`src/design/pin_remap_pkg.sv`:
```
// package: register map, field layout and reset values of the input remap selectors
package pin_remap_pkg;
   localparam int unsigned ADDR_W        = 12;
   localparam int unsigned DATA_W        = 32;
   localparam int unsigned SEL_W         = 5;
   localparam int unsigned PIN_COUNT     = 26;
   localparam int unsigned REG_COUNT     = 7;
   localparam int unsigned FIELD_COUNT   = 10;
   // printed offsets absent: byte addresses chosen for this block
   localparam logic [ADDR_W-1:0] CAPTURE_SEVEN_EIGHT_PIN_SELECT_ADDR = 12'h000;
   localparam logic [ADDR_W-1:0] COMPARE_FAULT_PIN_SELECT_ADDR       = 12'h004;
   localparam logic [ADDR_W-1:0] PWM_ONE_FAULT_PIN_SELECT_ADDR       = 12'h008;
   localparam logic [ADDR_W-1:0] PWM_TWO_FAULT_PIN_SELECT_ADDR       = 12'h00c;
   localparam logic [ADDR_W-1:0] ENCODER_ONE_PHASE_PIN_SELECT_ADDR   = 12'h010;
   localparam logic [ADDR_W-1:0] ENCODER_ONE_INDEX_PIN_SELECT_ADDR   = 12'h014;
   localparam logic [ADDR_W-1:0] ENCODER_TWO_PHASE_PIN_SELECT_ADDR   = 12'h018;
   localparam logic [ADDR_W-1:0] LOCK_CONTROL_ADDR                   = 12'h01c;
   localparam int unsigned LOW_FIELD_LSB  = 0;
   localparam int unsigned HIGH_FIELD_LSB = 8;
   localparam int unsigned LOCK_BIT       = 0;
   localparam logic [SEL_W-1:0] SEL_RESET  = 5'h1f;
   localparam logic [SEL_W-1:0] SEL_MAX_PIN = 5'h19;
   localparam logic               LOCK_RESET = 1'b0;
endpackage : pin_remap_pkg

```
`src/design/input_pin_remap_select.sv`:
```
// input remap selectors with apb register access
// Summary of operation
// each 5-bit field routes the pin whose index equals its value, 0 to 25
// all-ones code ties the peripheral input low
// every select bit resets to one, so all inputs start tied low
// unimplemented bits read zero and ignore writes
// register one: bits 12:8 capture eight, bits 4:0 capture seven
// register two: bits 4:0 compare fault a, upper bits unimplemented
// register three: bits 4:0 first pwm fault input
// register four: bits 4:0 second pwm fault input
// register five: bits 12:8 encoder one phase b, bits 4:0 phase a
// register six: bits 4:0 encoder one index
// register seven: bits 12:8 encoder two phase b, bits 4:0 phase a
// select fields are read/write and read back the last value written
// selector writes are ignored while the write lock bit is set
// routing is registered, one clock behind the pins; codes 26 to 30 also tie the input low
`timescale 1ns/1ns
module input_pin_remap_select
   import pin_remap_pkg::*;
(
   input  wire logic                             mclk,
   input  wire logic                             rst_b,
   input  wire logic                             psel,
   input  wire logic                             penable,
   input  wire logic                             pwrite,
   input  wire logic [pin_remap_pkg::ADDR_W-1:0] paddr,
   input  wire logic [pin_remap_pkg::DATA_W-1:0] pwdata,
   input  wire logic [3:0]                       pstrb,
   output logic      [pin_remap_pkg::DATA_W-1:0] prdata,
   output logic                                  pready,
   output logic                                  pslverr,
   input  wire logic [pin_remap_pkg::PIN_COUNT-1:0] remappable_pin_n,
   output logic                                  capture_channel_seven_input,
   output logic                                  capture_channel_eight_input,
   output logic                                  compare_fault_a_input,
   output logic                                  pwm_one_fault_input,
   output logic                                  pwm_two_fault_input,
   output logic                                  encoder_one_phase_a,
   output logic                                  encoder_one_phase_b,
   output logic                                  encoder_one_index,
   output logic                                  encoder_two_phase_a,
   output logic                                  encoder_two_phase_b,
   output logic                                  pin_select_write_lock
);
   import pin_remap_pkg::*;

   typedef struct packed {
      logic [SEL_W-1:0] capture_seven_pin_field;
      logic [SEL_W-1:0] capture_eight_pin_field;
      logic [SEL_W-1:0] compare_fault_pin_field;
      logic [SEL_W-1:0] pwm_one_fault_pin_field;
      logic [SEL_W-1:0] pwm_two_fault_pin_field;
      logic [SEL_W-1:0] encoder_one_phase_a_pin_field;
      logic [SEL_W-1:0] encoder_one_phase_b_pin_field;
      logic [SEL_W-1:0] encoder_one_index_pin_field;
      logic [SEL_W-1:0] encoder_two_phase_a_pin_field;
      logic [SEL_W-1:0] encoder_two_phase_b_pin_field;
      logic             lock;
      logic [DATA_W-1:0] rdata;
      logic              slverr;
      logic [FIELD_COUNT-1:0] routed;
   } state_t;

   state_t state_ff;
   state_t nxt_state;

   // pin pick; out-of-range codes including all-ones give ground
   function automatic logic route_pin(input logic [SEL_W-1:0] sel,
                                      input logic [PIN_COUNT-1:0] pins);
      logic lvl;
      lvl = 1'b0;
      if (sel <= SEL_MAX_PIN)
      begin
         lvl = pins[sel];
      end
      return lvl;
   endfunction : route_pin

   // place two fields into a read word; bits outside them are zero
   function automatic logic [DATA_W-1:0] pack_pair(input logic [SEL_W-1:0] hi,
                                                   input logic [SEL_W-1:0] lo);
      logic [DATA_W-1:0] w;
      w = '0;
      w[HIGH_FIELD_LSB +: SEL_W] = hi;
      w[LOW_FIELD_LSB +: SEL_W]  = lo;
      return w;
   endfunction : pack_pair

   function automatic logic [DATA_W-1:0] pack_one(input logic [SEL_W-1:0] lo);
      logic [DATA_W-1:0] w;
      w = '0;
      w[LOW_FIELD_LSB +: SEL_W] = lo;
      return w;
   endfunction : pack_one

   logic setup_phase;
   logic access_phase;
   logic wr_lo;
   logic wr_hi;
   logic sel_wr_ok;
   assign setup_phase  = psel & ~penable;
   assign access_phase = psel & penable;
   // byte lanes holding each field
   assign wr_lo = pstrb[0];
   assign wr_hi = pstrb[1];

   always_comb
   begin
      nxt_state = state_ff;
      // writes land at the completing edge; read data is loaded at setup for the access phase
      sel_wr_ok = access_phase & pwrite & ~state_ff.lock;
      if (psel)
      begin
         if (setup_phase)
         begin
            nxt_state.slverr = 1'b0;
            nxt_state.rdata  = '0;
         end
         unique case (paddr)
            CAPTURE_SEVEN_EIGHT_PIN_SELECT_ADDR:
            begin
               if (sel_wr_ok && wr_hi)
                  nxt_state.capture_eight_pin_field = pwdata[HIGH_FIELD_LSB +: SEL_W];
               if (sel_wr_ok && wr_lo)
                  nxt_state.capture_seven_pin_field = pwdata[LOW_FIELD_LSB +: SEL_W];
               nxt_state.rdata = pack_pair(state_ff.capture_eight_pin_field, state_ff.capture_seven_pin_field);
            end
            COMPARE_FAULT_PIN_SELECT_ADDR:
            begin
               if (sel_wr_ok && wr_lo)
                  nxt_state.compare_fault_pin_field = pwdata[LOW_FIELD_LSB +: SEL_W];
               nxt_state.rdata = pack_one(state_ff.compare_fault_pin_field);
            end
            PWM_ONE_FAULT_PIN_SELECT_ADDR:
            begin
               if (sel_wr_ok && wr_lo)
                  nxt_state.pwm_one_fault_pin_field = pwdata[LOW_FIELD_LSB +: SEL_W];
               nxt_state.rdata = pack_one(state_ff.pwm_one_fault_pin_field);
            end
            PWM_TWO_FAULT_PIN_SELECT_ADDR:
            begin
               if (sel_wr_ok && wr_lo)
                  nxt_state.pwm_two_fault_pin_field = pwdata[LOW_FIELD_LSB +: SEL_W];
               nxt_state.rdata = pack_one(state_ff.pwm_two_fault_pin_field);
            end
            ENCODER_ONE_PHASE_PIN_SELECT_ADDR:
            begin
               if (sel_wr_ok && wr_hi)
                  nxt_state.encoder_one_phase_b_pin_field = pwdata[HIGH_FIELD_LSB +: SEL_W];
               if (sel_wr_ok && wr_lo)
                  nxt_state.encoder_one_phase_a_pin_field = pwdata[LOW_FIELD_LSB +: SEL_W];
               nxt_state.rdata = pack_pair(state_ff.encoder_one_phase_b_pin_field,
                                           state_ff.encoder_one_phase_a_pin_field);
            end
            ENCODER_ONE_INDEX_PIN_SELECT_ADDR:
            begin
               if (sel_wr_ok && wr_lo)
                  nxt_state.encoder_one_index_pin_field = pwdata[LOW_FIELD_LSB +: SEL_W];
               nxt_state.rdata = pack_one(state_ff.encoder_one_index_pin_field);
            end
            ENCODER_TWO_PHASE_PIN_SELECT_ADDR:
            begin
               if (sel_wr_ok && wr_hi)
                  nxt_state.encoder_two_phase_b_pin_field = pwdata[HIGH_FIELD_LSB +: SEL_W];
               if (sel_wr_ok && wr_lo)
                  nxt_state.encoder_two_phase_a_pin_field = pwdata[LOW_FIELD_LSB +: SEL_W];
               nxt_state.rdata = pack_pair(state_ff.encoder_two_phase_b_pin_field,
                                           state_ff.encoder_two_phase_a_pin_field);
            end
            LOCK_CONTROL_ADDR:
            begin
               // lock itself stays writable so software can unlock again
               if (access_phase && pwrite && wr_lo)
                  nxt_state.lock = pwdata[LOCK_BIT];
               nxt_state.rdata[LOCK_BIT] = state_ff.lock;
            end
            default:
            begin
               nxt_state.slverr = 1'b1;
            end
         endcase
      end
      // one register stage on the pins keeps peripheral inputs glitch free
      nxt_state.routed = {route_pin(state_ff.encoder_two_phase_b_pin_field, remappable_pin_n),
                          route_pin(state_ff.encoder_two_phase_a_pin_field, remappable_pin_n),
                          route_pin(state_ff.encoder_one_index_pin_field, remappable_pin_n),
                          route_pin(state_ff.encoder_one_phase_b_pin_field, remappable_pin_n),
                          route_pin(state_ff.encoder_one_phase_a_pin_field, remappable_pin_n),
                          route_pin(state_ff.pwm_two_fault_pin_field, remappable_pin_n),
                          route_pin(state_ff.pwm_one_fault_pin_field, remappable_pin_n),
                          route_pin(state_ff.compare_fault_pin_field, remappable_pin_n),
                          route_pin(state_ff.capture_eight_pin_field, remappable_pin_n),
                          route_pin(state_ff.capture_seven_pin_field, remappable_pin_n)};
   end

   always_ff @(posedge mclk or negedge rst_b)
   begin
      if (!rst_b)
      begin
         state_ff <= '{capture_seven_pin_field:       SEL_RESET,
                       capture_eight_pin_field:       SEL_RESET,
                       compare_fault_pin_field:       SEL_RESET,
                       pwm_one_fault_pin_field:       SEL_RESET,
                       pwm_two_fault_pin_field:       SEL_RESET,
                       encoder_one_phase_a_pin_field: SEL_RESET,
                       encoder_one_phase_b_pin_field: SEL_RESET,
                       encoder_one_index_pin_field:   SEL_RESET,
                       encoder_two_phase_a_pin_field: SEL_RESET,
                       encoder_two_phase_b_pin_field: SEL_RESET,
                       lock:                          LOCK_RESET,
                       rdata:                         '0,
                       slverr:                        1'b0,
                       routed:                        '0};
      end
      else
      begin
         state_ff <= nxt_state;
      end
   end

   // zero wait states: every access phase completes at once
   assign pready  = 1'b1;
   assign prdata  = state_ff.rdata;
   assign pslverr = state_ff.slverr & psel & penable;
   assign pin_select_write_lock = state_ff.lock;
   assign {encoder_two_phase_b, encoder_two_phase_a, encoder_one_index, encoder_one_phase_b,
           encoder_one_phase_a, pwm_two_fault_input, pwm_one_fault_input, compare_fault_a_input,
           capture_channel_eight_input, capture_channel_seven_input} = state_ff.routed;

endmodule : input_pin_remap_select

```
`config.mk`:
```
export PLATFORM = sky130hd
export DESIGN_NAME = input_pin_remap_select
export DESIGN_NICKNAME = d
export VERILOG_FILES = /design/src/design/pin_remap_pkg.sv /design/src/design/input_pin_remap_select.sv
export SDC_FILE = /design/constraint.sdc
export NUM_CORES = 1
export LEC_CHECK = 0
export ABC_AREA = 1
export BUFFER_PORTS_ARGS = -buffer_cell sky130_fd_sc_hd__buf_2
export CORE_AREA = 2 2 113 115
export DETAILED_ROUTE_END_ITERATION = 8
export DIE_AREA = 0 0 115 117
export PLACE_DENSITY = 0.82
export SLEW_MARGIN = 20
export SYNTH_ARGS = -nofsm -noshare
export SYNTH_HDL_FRONTEND = slang
export SYNTH_SLANG_ARGS = --single-unit
```
`constraint.sdc`:
```
create_clock -name mclk -period 1.4 [get_ports mclk]
set_clock_uncertainty 0.1 [all_clocks]
set_input_delay 0.14 -clock mclk [delete_from_list [all_inputs] [get_ports mclk]]
set_output_delay 0.14 -clock mclk [all_outputs]
set_load 0.01 [all_outputs]
```
Word-level counts from Yosys, hierarchy flattened
Index checks and enable logic that the tools add are counted.
{ "word_totals": {"romBits": 0, "memories": 0, "mem_bits_rw": 0, "output_inout_bits": 45, "latchBits": 0, "ff_bits": 94, "elab_cells": 107} }
{ "op_classes": {"add_sub_neg": 0, "shifts": 0, "eq_ne": 8, "magnitude_cmp": 20, "n_div": 0, "bitwise": 8, "multipliers": 0, "muxes": 34, "n_reduce_logical": 22} }
{ "ops": {"columns": ["op", "count"], "rows": [
  ["31-bit case mux with 7 select lines", 1],
  ["5-bit by 6-bit < comparator with 1-bit output, second input constant", 10],
  ["1-bit binary-select mux with 5-bit select", 10],
  ["5-bit <= comparator, second input constant", 10],
  ["12-bit by 5-bit == test with 1-bit output, second input constant", 4],
  ["33-bit two-way mux", 1],
  ["3-bit AND reduction", 11],
  ["12-bit by 4-bit == test with 1-bit output, second input constant", 2],
  ["1-bit two-way mux", 21],
  ["12-bit by 3-bit == test with 1-bit output, second input constant", 1],
  ["12-bit logical NOT", 1],
  ["9-bit nonzero test", 1],
  ["1-bit case mux with 8 select lines", 1],
  ["8-bit nonzero test", 1],
  ["8-bit OR reduction", 1],
  ["1-bit AND", 6],
  ["2-bit AND reduction", 3],
  ["1-bit logical AND", 4],
  ["2-bit by 1-bit != test with 1-bit output, second input constant", 1],
  ["1-bit NOT", 2]
]} }

Depth between registers and ports, before layout
Gate-level depths: netlist of run 1.
{ "depth": {"ltp_word": 5, "depth_mapped": 12} }

Worst setup path before layout of run 1
No wires, ideal clock.
{ "synth_timing": {"kind": "register -> register", "from": "reg state_ff[84] (netlist name)", "to": "reg state_ff, in the netlist capture_channel_eight_input", "slack_ns": -0.183, "t_arrival_ns": 1.367, "n_path_buf": 2, "period_less_slack_ns": 1.583, "setup_time_ns": 0.116, "stages_incl_launch_ff": 10, "cell_sequence": "dfstp_2 -> buf_2 -> clkbuf_1 -> nand2_1 -> o211ai_1 -> nand3_1 -> nand3_1 -> o21ai_0 -> nand2_1 -> nand2_1"} }
{ "synth_lines": {"columns": ["element", "line_no", "text"], "rows": [
  ["from (decl)", "input_pin_remap_select.sv:64", "state_t state_ff;"],
  ["from (signal assigned)", "input_pin_remap_select.sv:200", "state_ff <= '{capture_seven_pin_field: SEL_RESET,"],
  ["from (signal assigned)", "input_pin_remap_select.sv:217", "state_ff <= nxt_state;"]
]} }

==> impl_metrics.json, run 1 <==
{
  "clk_latency_ns": 0.35,
  "seqPwrFrac_pct": 40.4,
  "synth_area_per_cell_um2": 6.493,
  "irDropWorstVdd_mv": 0.6170,
  "area_growth_pct": 27.40,
  "wl_met1_mm": 8.203,
  "synth_top_family_by_area": "simple AND/OR/NAND/NOR gates",
  "initial_core_util_pct": 49.89,
  "yosysUniqueCellTypes": 35,
  "holdPathStages": 4,
  "vias": 7187,
  "worstPathMaxFanout": 6,
  "start_kind": "flip-flop",
  "violations": "setup timing",
  "std_cell_rows": 41,
  "arrival_ns": 1.73,
  "grt_pass1_vias": 6256,
  "power.density_nw_per_um2": 668.0,
  "comb_power_share_pct": 14.3,
  "hold_violations": 0,
  "diodes": 0,
  "drt-pass1-iter-count": 7,
  "antenna_found_initial": 0,
  "status": "finished with violations",
  "rsz0062_at_grt": "true",
  "ys_seq_area_share_pct": 30.35,
  "hold_path_class": "in -> reg",
  "slew_viol_final": 0,
  "crit_path_end_kind": "flip-flop",
  "p_leak_nw": 3.428,
  "maxCapViolations": 0,
  "min_period_ns": 1.553,
  "yosys_warnings": 0,
  "clock_sinks": 72,
  "final_cell_mix": "nand2_1, nand3_1, o21ai_0, buf_4, buf_2",
  "largest_reg_flops": 51,
  "drive_above_1_share_pct": 29.15,
  "clkSlewWorstSetupHoldPaths_ns": 0.06,
  "synth-simple-area-share_pct": 30.76,
  "final_common_cell": "nand2_1",
  "routed_wl_mm": 21.34,
  "layout.nets": 1165,
  "regToRegSetupSlack_ns": -0.15,
  "cts_tree": "built",
  "ant_nets": 0,
  "worstRegToRegCells": 9,
  "die_w_um": 115,
  "fmax_mhz": 643.7,
  "synth_xor_xnor_area_share_pct": 0,
  "dpl.hpwl_mm": 14.67,
  "cp_data_required_time_ns": 1.58,
  "switchingPower_mw": 1.478,
  "syn-cell-area_um2": 6142,
  "synthMuxAreaShare_pct": 0,
  "vias_per_cell": 5.791,
  "wl_met2_mm": 9.573,
  "die_area_um2": 13460,
  "p_int_mw": 3.749,
  "remaining_drc_errors": 0,
  "syn_inst": 946,
  "io_pins": 124,
  "switching_share_pct": 28.28,
  "cts-buffers-inserted": 9,
  "largest-register": "state_ff",
  "overflow": 0,
  "grt_max_degree": 32,
  "drt_iter0_markers": 950,
  "yosys.area_share.adder_pct": 0,
  "wl_per_cell_um": 17.19,
  "h-tree-depth": 3,
  "post-route-period-util_pct": 111.0,
  "cts.path.max_buffers": 2,
  "met3RoutedLength_mm": 2.477,
  "die_h_um": 117,
  "synth_edf_count": 0,
  "grtUsageTotal_pct": 31.47,
  "synth-seq-cells": 72,
  "setup_ws_ns": -0.1534,
  "clock-root-buffer": "clkbuf_16",
  "synth_compound_gate_area_share_pct": 25.24,
  "path_class": "reg -> reg",
  "highest_layer": "met4",
  "post-route-util_pct": 63.56,
  "core_area_um2": 12310,
  "port_buffers": 76,
  "clockPowerShare_pct": 45.3,
  "ys_dominant_reg_cell": "dfstp_2",
  "p_total_mw": 5.227,
  "ys_async_sr_fraction_pct": 100.0,
  "setup_viol": 10,
  "grt_pass1_wl_mm": 32.47,
  "gp_congestion": 0.9618
}
[repair_timing]
action	4_1_cts	5_1_grt
gates cloned	2	1
setup buffers	1	9
setup endpoints to repair	10	28
gates resized for setup	25	51
pin swaps	7	24
hold buffers	6	0
hold endpoints to repair	44	0
[Yosys cell counts, types with 6 or more instances]
library cell  instances  share of area, %
a21oi_1              78               6.4
buf_2                 6              0.49
buf_4                34               4.2
clkbuf_1             29               1.8
clkinv_1              9              0.55
dfrtp_1              22               9.0
dfstp_2              50                21
inv_1                75               4.6
nand2_1             252                15
nand2_2              12               1.2
nand3_1             100               8.1
nor2_1               30               1.8
nor2_4                8               1.5
o211ai_1             43               5.3
o21ai_0             132                11
o21ai_1              22               1.8
[final cells by class]
type	count	area, um^2
fill	1088	4487
inverter	91	366.6
multi-input combinational	724	3595
tap	150	187.7
clock buffer	10	229.0
clock inverter	6	68.82
timing repair buffer	188	1513
sequential	72	1866
[kinds of logic after synthesis]
kind of cell | Yosys count
AND/OR/NAND/NOR | 418
AO/OA/AOI/OAI | 283
buffers and inverters | 171
flip-flops | 72
other | 2
[worst paths after layout]
check / startpoint / endpoint
min reg2reg: state_ff[52] / state_ff[52]
max: state_ff[54] / encoder_one_index
max in group asynchronous: rst_b / state_ff[59]
min: psel / state_ff[10]
min in group asynchronous: rst_b / capture_channel_seven_input
max reg2reg: state_ff[54] / encoder_one_index
[worst max-delay path: stages (launching register included)]
cell     delay, ns
dfstp_2       0.65
buf_6         0.15
a21oi_1       0.05
o21ai_1       0.08
nand3_1       0.11
nand2_2       0.09
nand2_1       0.06
nand2_1       0.07
nand2_1       0.05
nand2_1       0.08
[power by group through the flow]
| stage | sequential, mW | combinational [mW] | clock (mW) |
|---|---|---|---|
| floorplan | 2.15 | 0.373 | 0 |
| global placement | 2.14 | 0.687 | 0 |
| detailed placement | 2.14 | 0.696 | 0 |
| CTS | 2.11 | 0.715 | 2.39 |
| global route | 2.11 | 0.800 | 2.49 |
| finish | 2.11 | 0.745 | 2.37 |
[metal layers]
layer	vias to the layer above	GRT usage (%)
met3	102	5.819
met1	3216	41.92
met5	-	0
li1	3411	-
met2	458	48.90
met4	0	16.79
[through the flow]
stage / setup WS [ns] / area, um^2 / cells / hold WS [ns] / setup TNS [ns]
6_report: -0.1534 / 7825 / 1241 / 0.02187 / -0.8754
5_1_grt: -0.2657 / 7825 / 1241 / 0.04542 / -1.795
3_5_place_dp: -0.2167 / 7247 / 1208 / -0.03507 / -7.435
3_3_place_gp: -0.1564 / 7247 / 1208 / -0.03937 / -4.481
4_1_cts: -0.08403 / 7651 / 1233 / 0.01925 / -0.4691
2_1_floorplan: -0.03572 / 6300 / 967 / -0.2556 / -0.03572
(Power assumes the default switching activity.)
==> run 2, diff against run 1 <==
BUFFER_PORTS_ARGS = default   (was -buffer_cell sky130_fd_sc_hd__buf_2)
CORE_AREA = 2 2 106 108   (was 2 2 113 115)
DIE_AREA = 0 0 108 110   (was 0 0 115 117)
DONT_BUFFER_PORTS = 1   (was default)
GPL_TIMING_DRIVEN = 1   (was default)
PLACE_DENSITY = 0.81   (was 0.82)
==> impl_metrics.json, run 2 (same netlist as run 1, synthesis figures left out) <==
{
  "status": "finished with violations",
  "violations": "hold timing, setup timing",
  "slew_viol_final": 0,
  "clkSlewWorstSetupHoldPaths_ns": 0.08,
  "h-tree-depth": 3,
  "remaining_drc_errors": 0,
  "area_growth_pct": 17.48,
  "fmax_mhz": 659.8,
  "clock-root-buffer": "clkbuf_8",
  "irDropWorstVdd_mv": 0.4726,
  "largest-register": "state_ff",
  "setup_viol": 11,
  "post-route-period-util_pct": 108.3,
  "final_common_cell": "nand2_1",
  "antenna_found_initial": 0,
  "cp_data_required_time_ns": 1.57,
  "maxCapViolations": 0,
  "vias": 6723,
  "drive_above_1_share_pct": 23.34,
  "n_fill_cell": 917,
  "power.density_nw_per_um2": 619.4,
  "grt_max_degree": 73,
  "vias_per_cell": 5.841,
  "worstPathMaxFanout": 4,
  "grt_pass1_wl_mm": 30.97,
  "worstRegToRegCells": 9,
  "die_area_um2": 11880,
  "port_buffers": 0,
  "overflow": 0,
  "io_pins": 124,
  "rsz0062_at_grt": "true",
  "core_area_um2": 10700,
  "comb_power_share_pct": 10.0,
  "routed_wl_mm": 20.13,
  "p_int_mw": 3.251,
  "cts.path.max_buffers": 2,
  "min_period_ns": 1.516,
  "switchingPower_mw": 1.218,
  "p_total_mw": 4.470,
  "seqPwrFrac_pct": 47.5,
  "wl_per_cell_um": 17.49,
  "clock_sinks": 72,
  "final_cell_area_um2": 7216,
  "holdBufCountCts": 8,
  "crit_path_end_kind": "flip-flop",
  "largest_reg_flops": 51,
  "arrival_ns": 1.68,
  "diodes": 0,
  "dpl.hpwl_mm": 13.77,
  "hold_slack_ns": -0.6379,
  "regToRegSetupSlack_ns": -0.12,
  "hold_path_class": "in -> async",
  "setup_ws_ns": -0.1156,
  "hold_violations": 72,
  "clk_latency_ns": 0.37,
  "final_cell_mix": "nand2_1, o21ai_0, nand3_1, a21oi_1, buf_4",
  "initial_core_util_pct": 57.42,
  "die_h_um": 110,
  "switching_share_pct": 27.26,
  "p_leak_nw": 3.010,
  "layout.nets": 1085,
  "clockPowerShare_pct": 42.5,
  "die_w_um": 108,
  "std_cell_rows": 38,
  "grtUsageTotal_pct": 34.10,
  "path_class": "reg -> reg",
  "cts-buffers-inserted": 9,
  "cts_tree": "built",
  "start_kind": "flip-flop",
  "drt-pass1-iter-count": 5,
  "place_area_um2": 6634,
  "gp_congestion": 0.9363,
  "ant_nets": 0,
  "drt_iter0_markers": 675,
  "grt_pass1_vias": 6027
}
run 2: critical path, cell delays in order (launching register included):
cell,delay [ns]
dfstp_2,0.61
buf_6,0.12
buf_6,0.09
a21oi_1,0.06
o21ai_1,0.08
nand3_1,0.09
nand3_1,0.08
o21ai_1,0.07
nand2_1,0.07
nand2_1,0.04
run 2: area by class of cell:
class	instances	area, um^2	share of cell area (%)
tap	140	175.2	2.428
timing repair buffer	108	1001	13.87
multi-input combinational	724	3595	49.82
clock buffer	9	123.9	1.717
sequential	72	1864	25.84
clock inverter	7	93.84	1.301
inverter	91	362.8	5.029
run 2: power by group through the flow:
stage          combinational [mW]  clock, mW  sequential (mW)
3_3_place_gp                0.398          0             2.16
2_1_floorplan               0.373          0             2.15
6_report                    0.449       1.90             2.12
4_1_cts                     0.428       1.90             2.12
3_5_place_dp                0.404          0             2.16
5_1_grt                     0.494       2.00             2.12
run 2: final timing paths:
kind                                 startpoint                           to
max in group asynchronous                 rst_b                 state_ff[53]
min in group mclk          remappable_pin_n[24]          pwm_one_fault_input
min reg2reg                        state_ff[52]                 state_ff[52]
max reg2reg                        state_ff[84]  capture_channel_eight_input
min                                       rst_b        compare_fault_a_input
max                                state_ff[84]  capture_channel_eight_input
run 2: routing by layer:
metal	global-route usage [%]	wire, um	up-vias
li1	-	-	3240
met1	46.58	8274	3012
met2	53.32	8952	420
met3	6.584	2305	51
met4	13.92	601	0
met5	0	0	-
run 2: stage by stage:
step,setup WS [ns],utilization [%],cells,setup TNS (ns)
finish,-0.1156,67.45,1151,-0.7201
global route,-0.2570,67.45,1151,-1.823
floorplan,-0.03572,-,967,-0.03572
CTS,-0.06774,66.19,1145,-0.6434
detailed placement,-0.08251,62.01,1113,-1.190
global placement,-0.05488,62.01,1113,-0.6405
run 2: repair_timing:
action / in CTS / in global routing
pin swaps: 4 / 19
gates cloned: 2 / 2
endpoints found under the hold margin: 99 / 72
setup buffers: 6 / 4
endpoints found under the setup margin: 11 / 38
resized for setup: 41 / 44
==> run 3, diff against run 2 <==
CORE_AREA = 2 2 136 138   (was 2 2 106 108)
DIE_AREA = 0 0 138 140   (was 0 0 108 110)
PLACE_DENSITY = 0.55   (was 0.81)
==> impl_metrics.json, run 3 (same netlist as run 1, synthesis figures left out) <==
{
  "status": "finished with violations",
  "violations": "hold timing, setup timing",
  "irDropWorstVdd_mv": 0.5231,
  "initial_core_util_pct": 34.55,
  "clk_latency_ns": 0.35,
  "fmax_mhz": 665.1,
  "antenna_found_initial": 0,
  "diodes": 0,
  "drive_above_1_share_pct": 23.55,
  "hold_path_class": "in -> async",
  "core_area_um2": 17780,
  "holdBufCountCts": 7,
  "place_area_um2": 6940,
  "final_cell_mix": "nand2_1, o21ai_0, nand3_1, buf_4, a21oi_1",
  "gp_congestion": 0.9056,
  "cpMaxStageDelayCell": "dfstp_2",
  "clock-root-buffer": "clkbuf_16",
  "worst-path-buf-inv": 1,
  "vias": 6551,
  "largest_reg_flops": 51,
  "drt_iter0_markers": 570,
  "cts-buffers-inserted": 9,
  "crit_path_end_kind": "flip-flop",
  "fin_cells": 1248,
  "cp_cell_sequence": "buf_12, a21oi_1, o21ai_0, nand2_1, nand2_1, nand2_1, nor2_1, nor2_1, a21oi_1",
  "setup_ws_ns": -0.1036,
  "dp_cells": 1213,
  "cts.path.max_buffers": 2,
  "pre_cts_ws_ns": -0.1250,
  "routed_wl_mm": 22.04,
  "port_buffers": 0,
  "setup_viol": 11,
  "cts_tree": "built",
  "grt_max_degree": 73,
  "std_cell_rows": 49,
  "remaining_drc_errors": 0,
  "cp_data_required_time_ns": 1.57,
  "cp_common_cell": "nand2_1",
  "drt-pass1-iter-count": 6,
  "power.density_nw_per_um2": 679.2,
  "crit_family": "flip-flops",
  "final_cell_area_um2": 7570,
  "rsz0062_at_grt": "true",
  "grt_pass1_wl_mm": 34.07,
  "die_area_um2": 19320,
  "area_growth_pct": 23.24,
  "max_stage_delay_ns": 0.59,
  "path_class": "reg -> reg",
  "start_kind": "flip-flop",
  "worstPathMaxFanout": 19,
  "hold_violations": 72,
  "slew_viol_final": 0,
  "p_leak_nw": 3.130,
  "post-route-period-util_pct": 107.4,
  "maxCapViolations": 0,
  "arrival_ns": 1.67,
  "clkSlewWorstSetupHoldPaths_ns": 0.06,
  "hold_slack_ns": -0.6140,
  "die_h_um": 140,
  "dpl.hpwl_mm": 16.00,
  "final_common_cell": "nand2_1",
  "clock_sinks": 72,
  "io_pins": 124,
  "largest-register": "state_ff",
  "layout.nets": 1093,
  "grtUsageTotal_pct": 22.67,
  "grt_pass1_vias": 5859,
  "vias_per_cell": 5.249,
  "h-tree-depth": 3,
  "min_period_ns": 1.504,
  "overflow": 0,
  "die_w_um": 138,
  "ant_nets": 0,
  "wl_per_cell_um": 17.66
}
## run 3: worst paths after layout
check	slack, ns	depth (start not counted)	startpoint	end
worst max-delay path	-0.10	9	state_ff[49]	encoder_two_phase_a
worst min-delay path	-0.61	0	rst_b	pwm_one_fault_input
worst max register to register	-0.10	9	state_ff[49]	encoder_two_phase_a
worst min register to register	0.37	2	state_ff[52]	state_ff[52]
max in group asynchronous	1.59	0	rst_b	state_ff[59]
min in group mclk	0.05	6	remappable_pin_n[16]	encoder_one_index
## run 3: what timing repair did
item / in CTS / in global routing
resized for setup: 26 / 45
setup endpoints to repair: 10 / 19
pin swaps: 14 / 23
endpoints found under the hold margin: 98 / 72
buffers inserted: 2 / 6
gates cloned: 1 / 3
## run 3: layout make-up
type	instances	area, um^2
Clock buffer	10	229.0
Timing Repair Buffer	116	1135
Sequential cell	72	1864
Inverter	91	366.6
Clock inverter	6	92.59
Tap cell	229	286.5
Multi-Input combinational cell	724	3596
Fill cell	1881	10210
## run 3: per-layer routing
layer	GRT usage [%]	part of all wire [%]	vias up
li1	-	-	3256
met1	31.67	45	3024
met2	34.68	45	245
met3	5.128	8.1	26
met4	7.626	1.8	0
met5	0	0	-
## run 3: power by group
part           internal [mW]  switching (mW)
sequential              2.11          0.0171
clock                   1.57           0.953
combinational          0.176           0.318
## run 3: worst reg2reg max path: cells and delay by family, from the launching register on
kind	cells	cell delay (ns)
and+or+nand+nor	5	0.32
DFF	1	0.59
AOI/OAI and AO/OA	3	0.26
buffers and inverters	1	0.15
## run 3: through the flow
step	util, %	total power, mW	TNS (ns)
after floorplan	-	2.526	-0.03572
after global placement	39.04	2.615	-1.124
after detailed placement	39.04	2.618	-1.416
after CTS	41.67	5.179	-0.9759
after global routing	42.58	5.309	-1.915
final	42.58	5.142	-0.6474
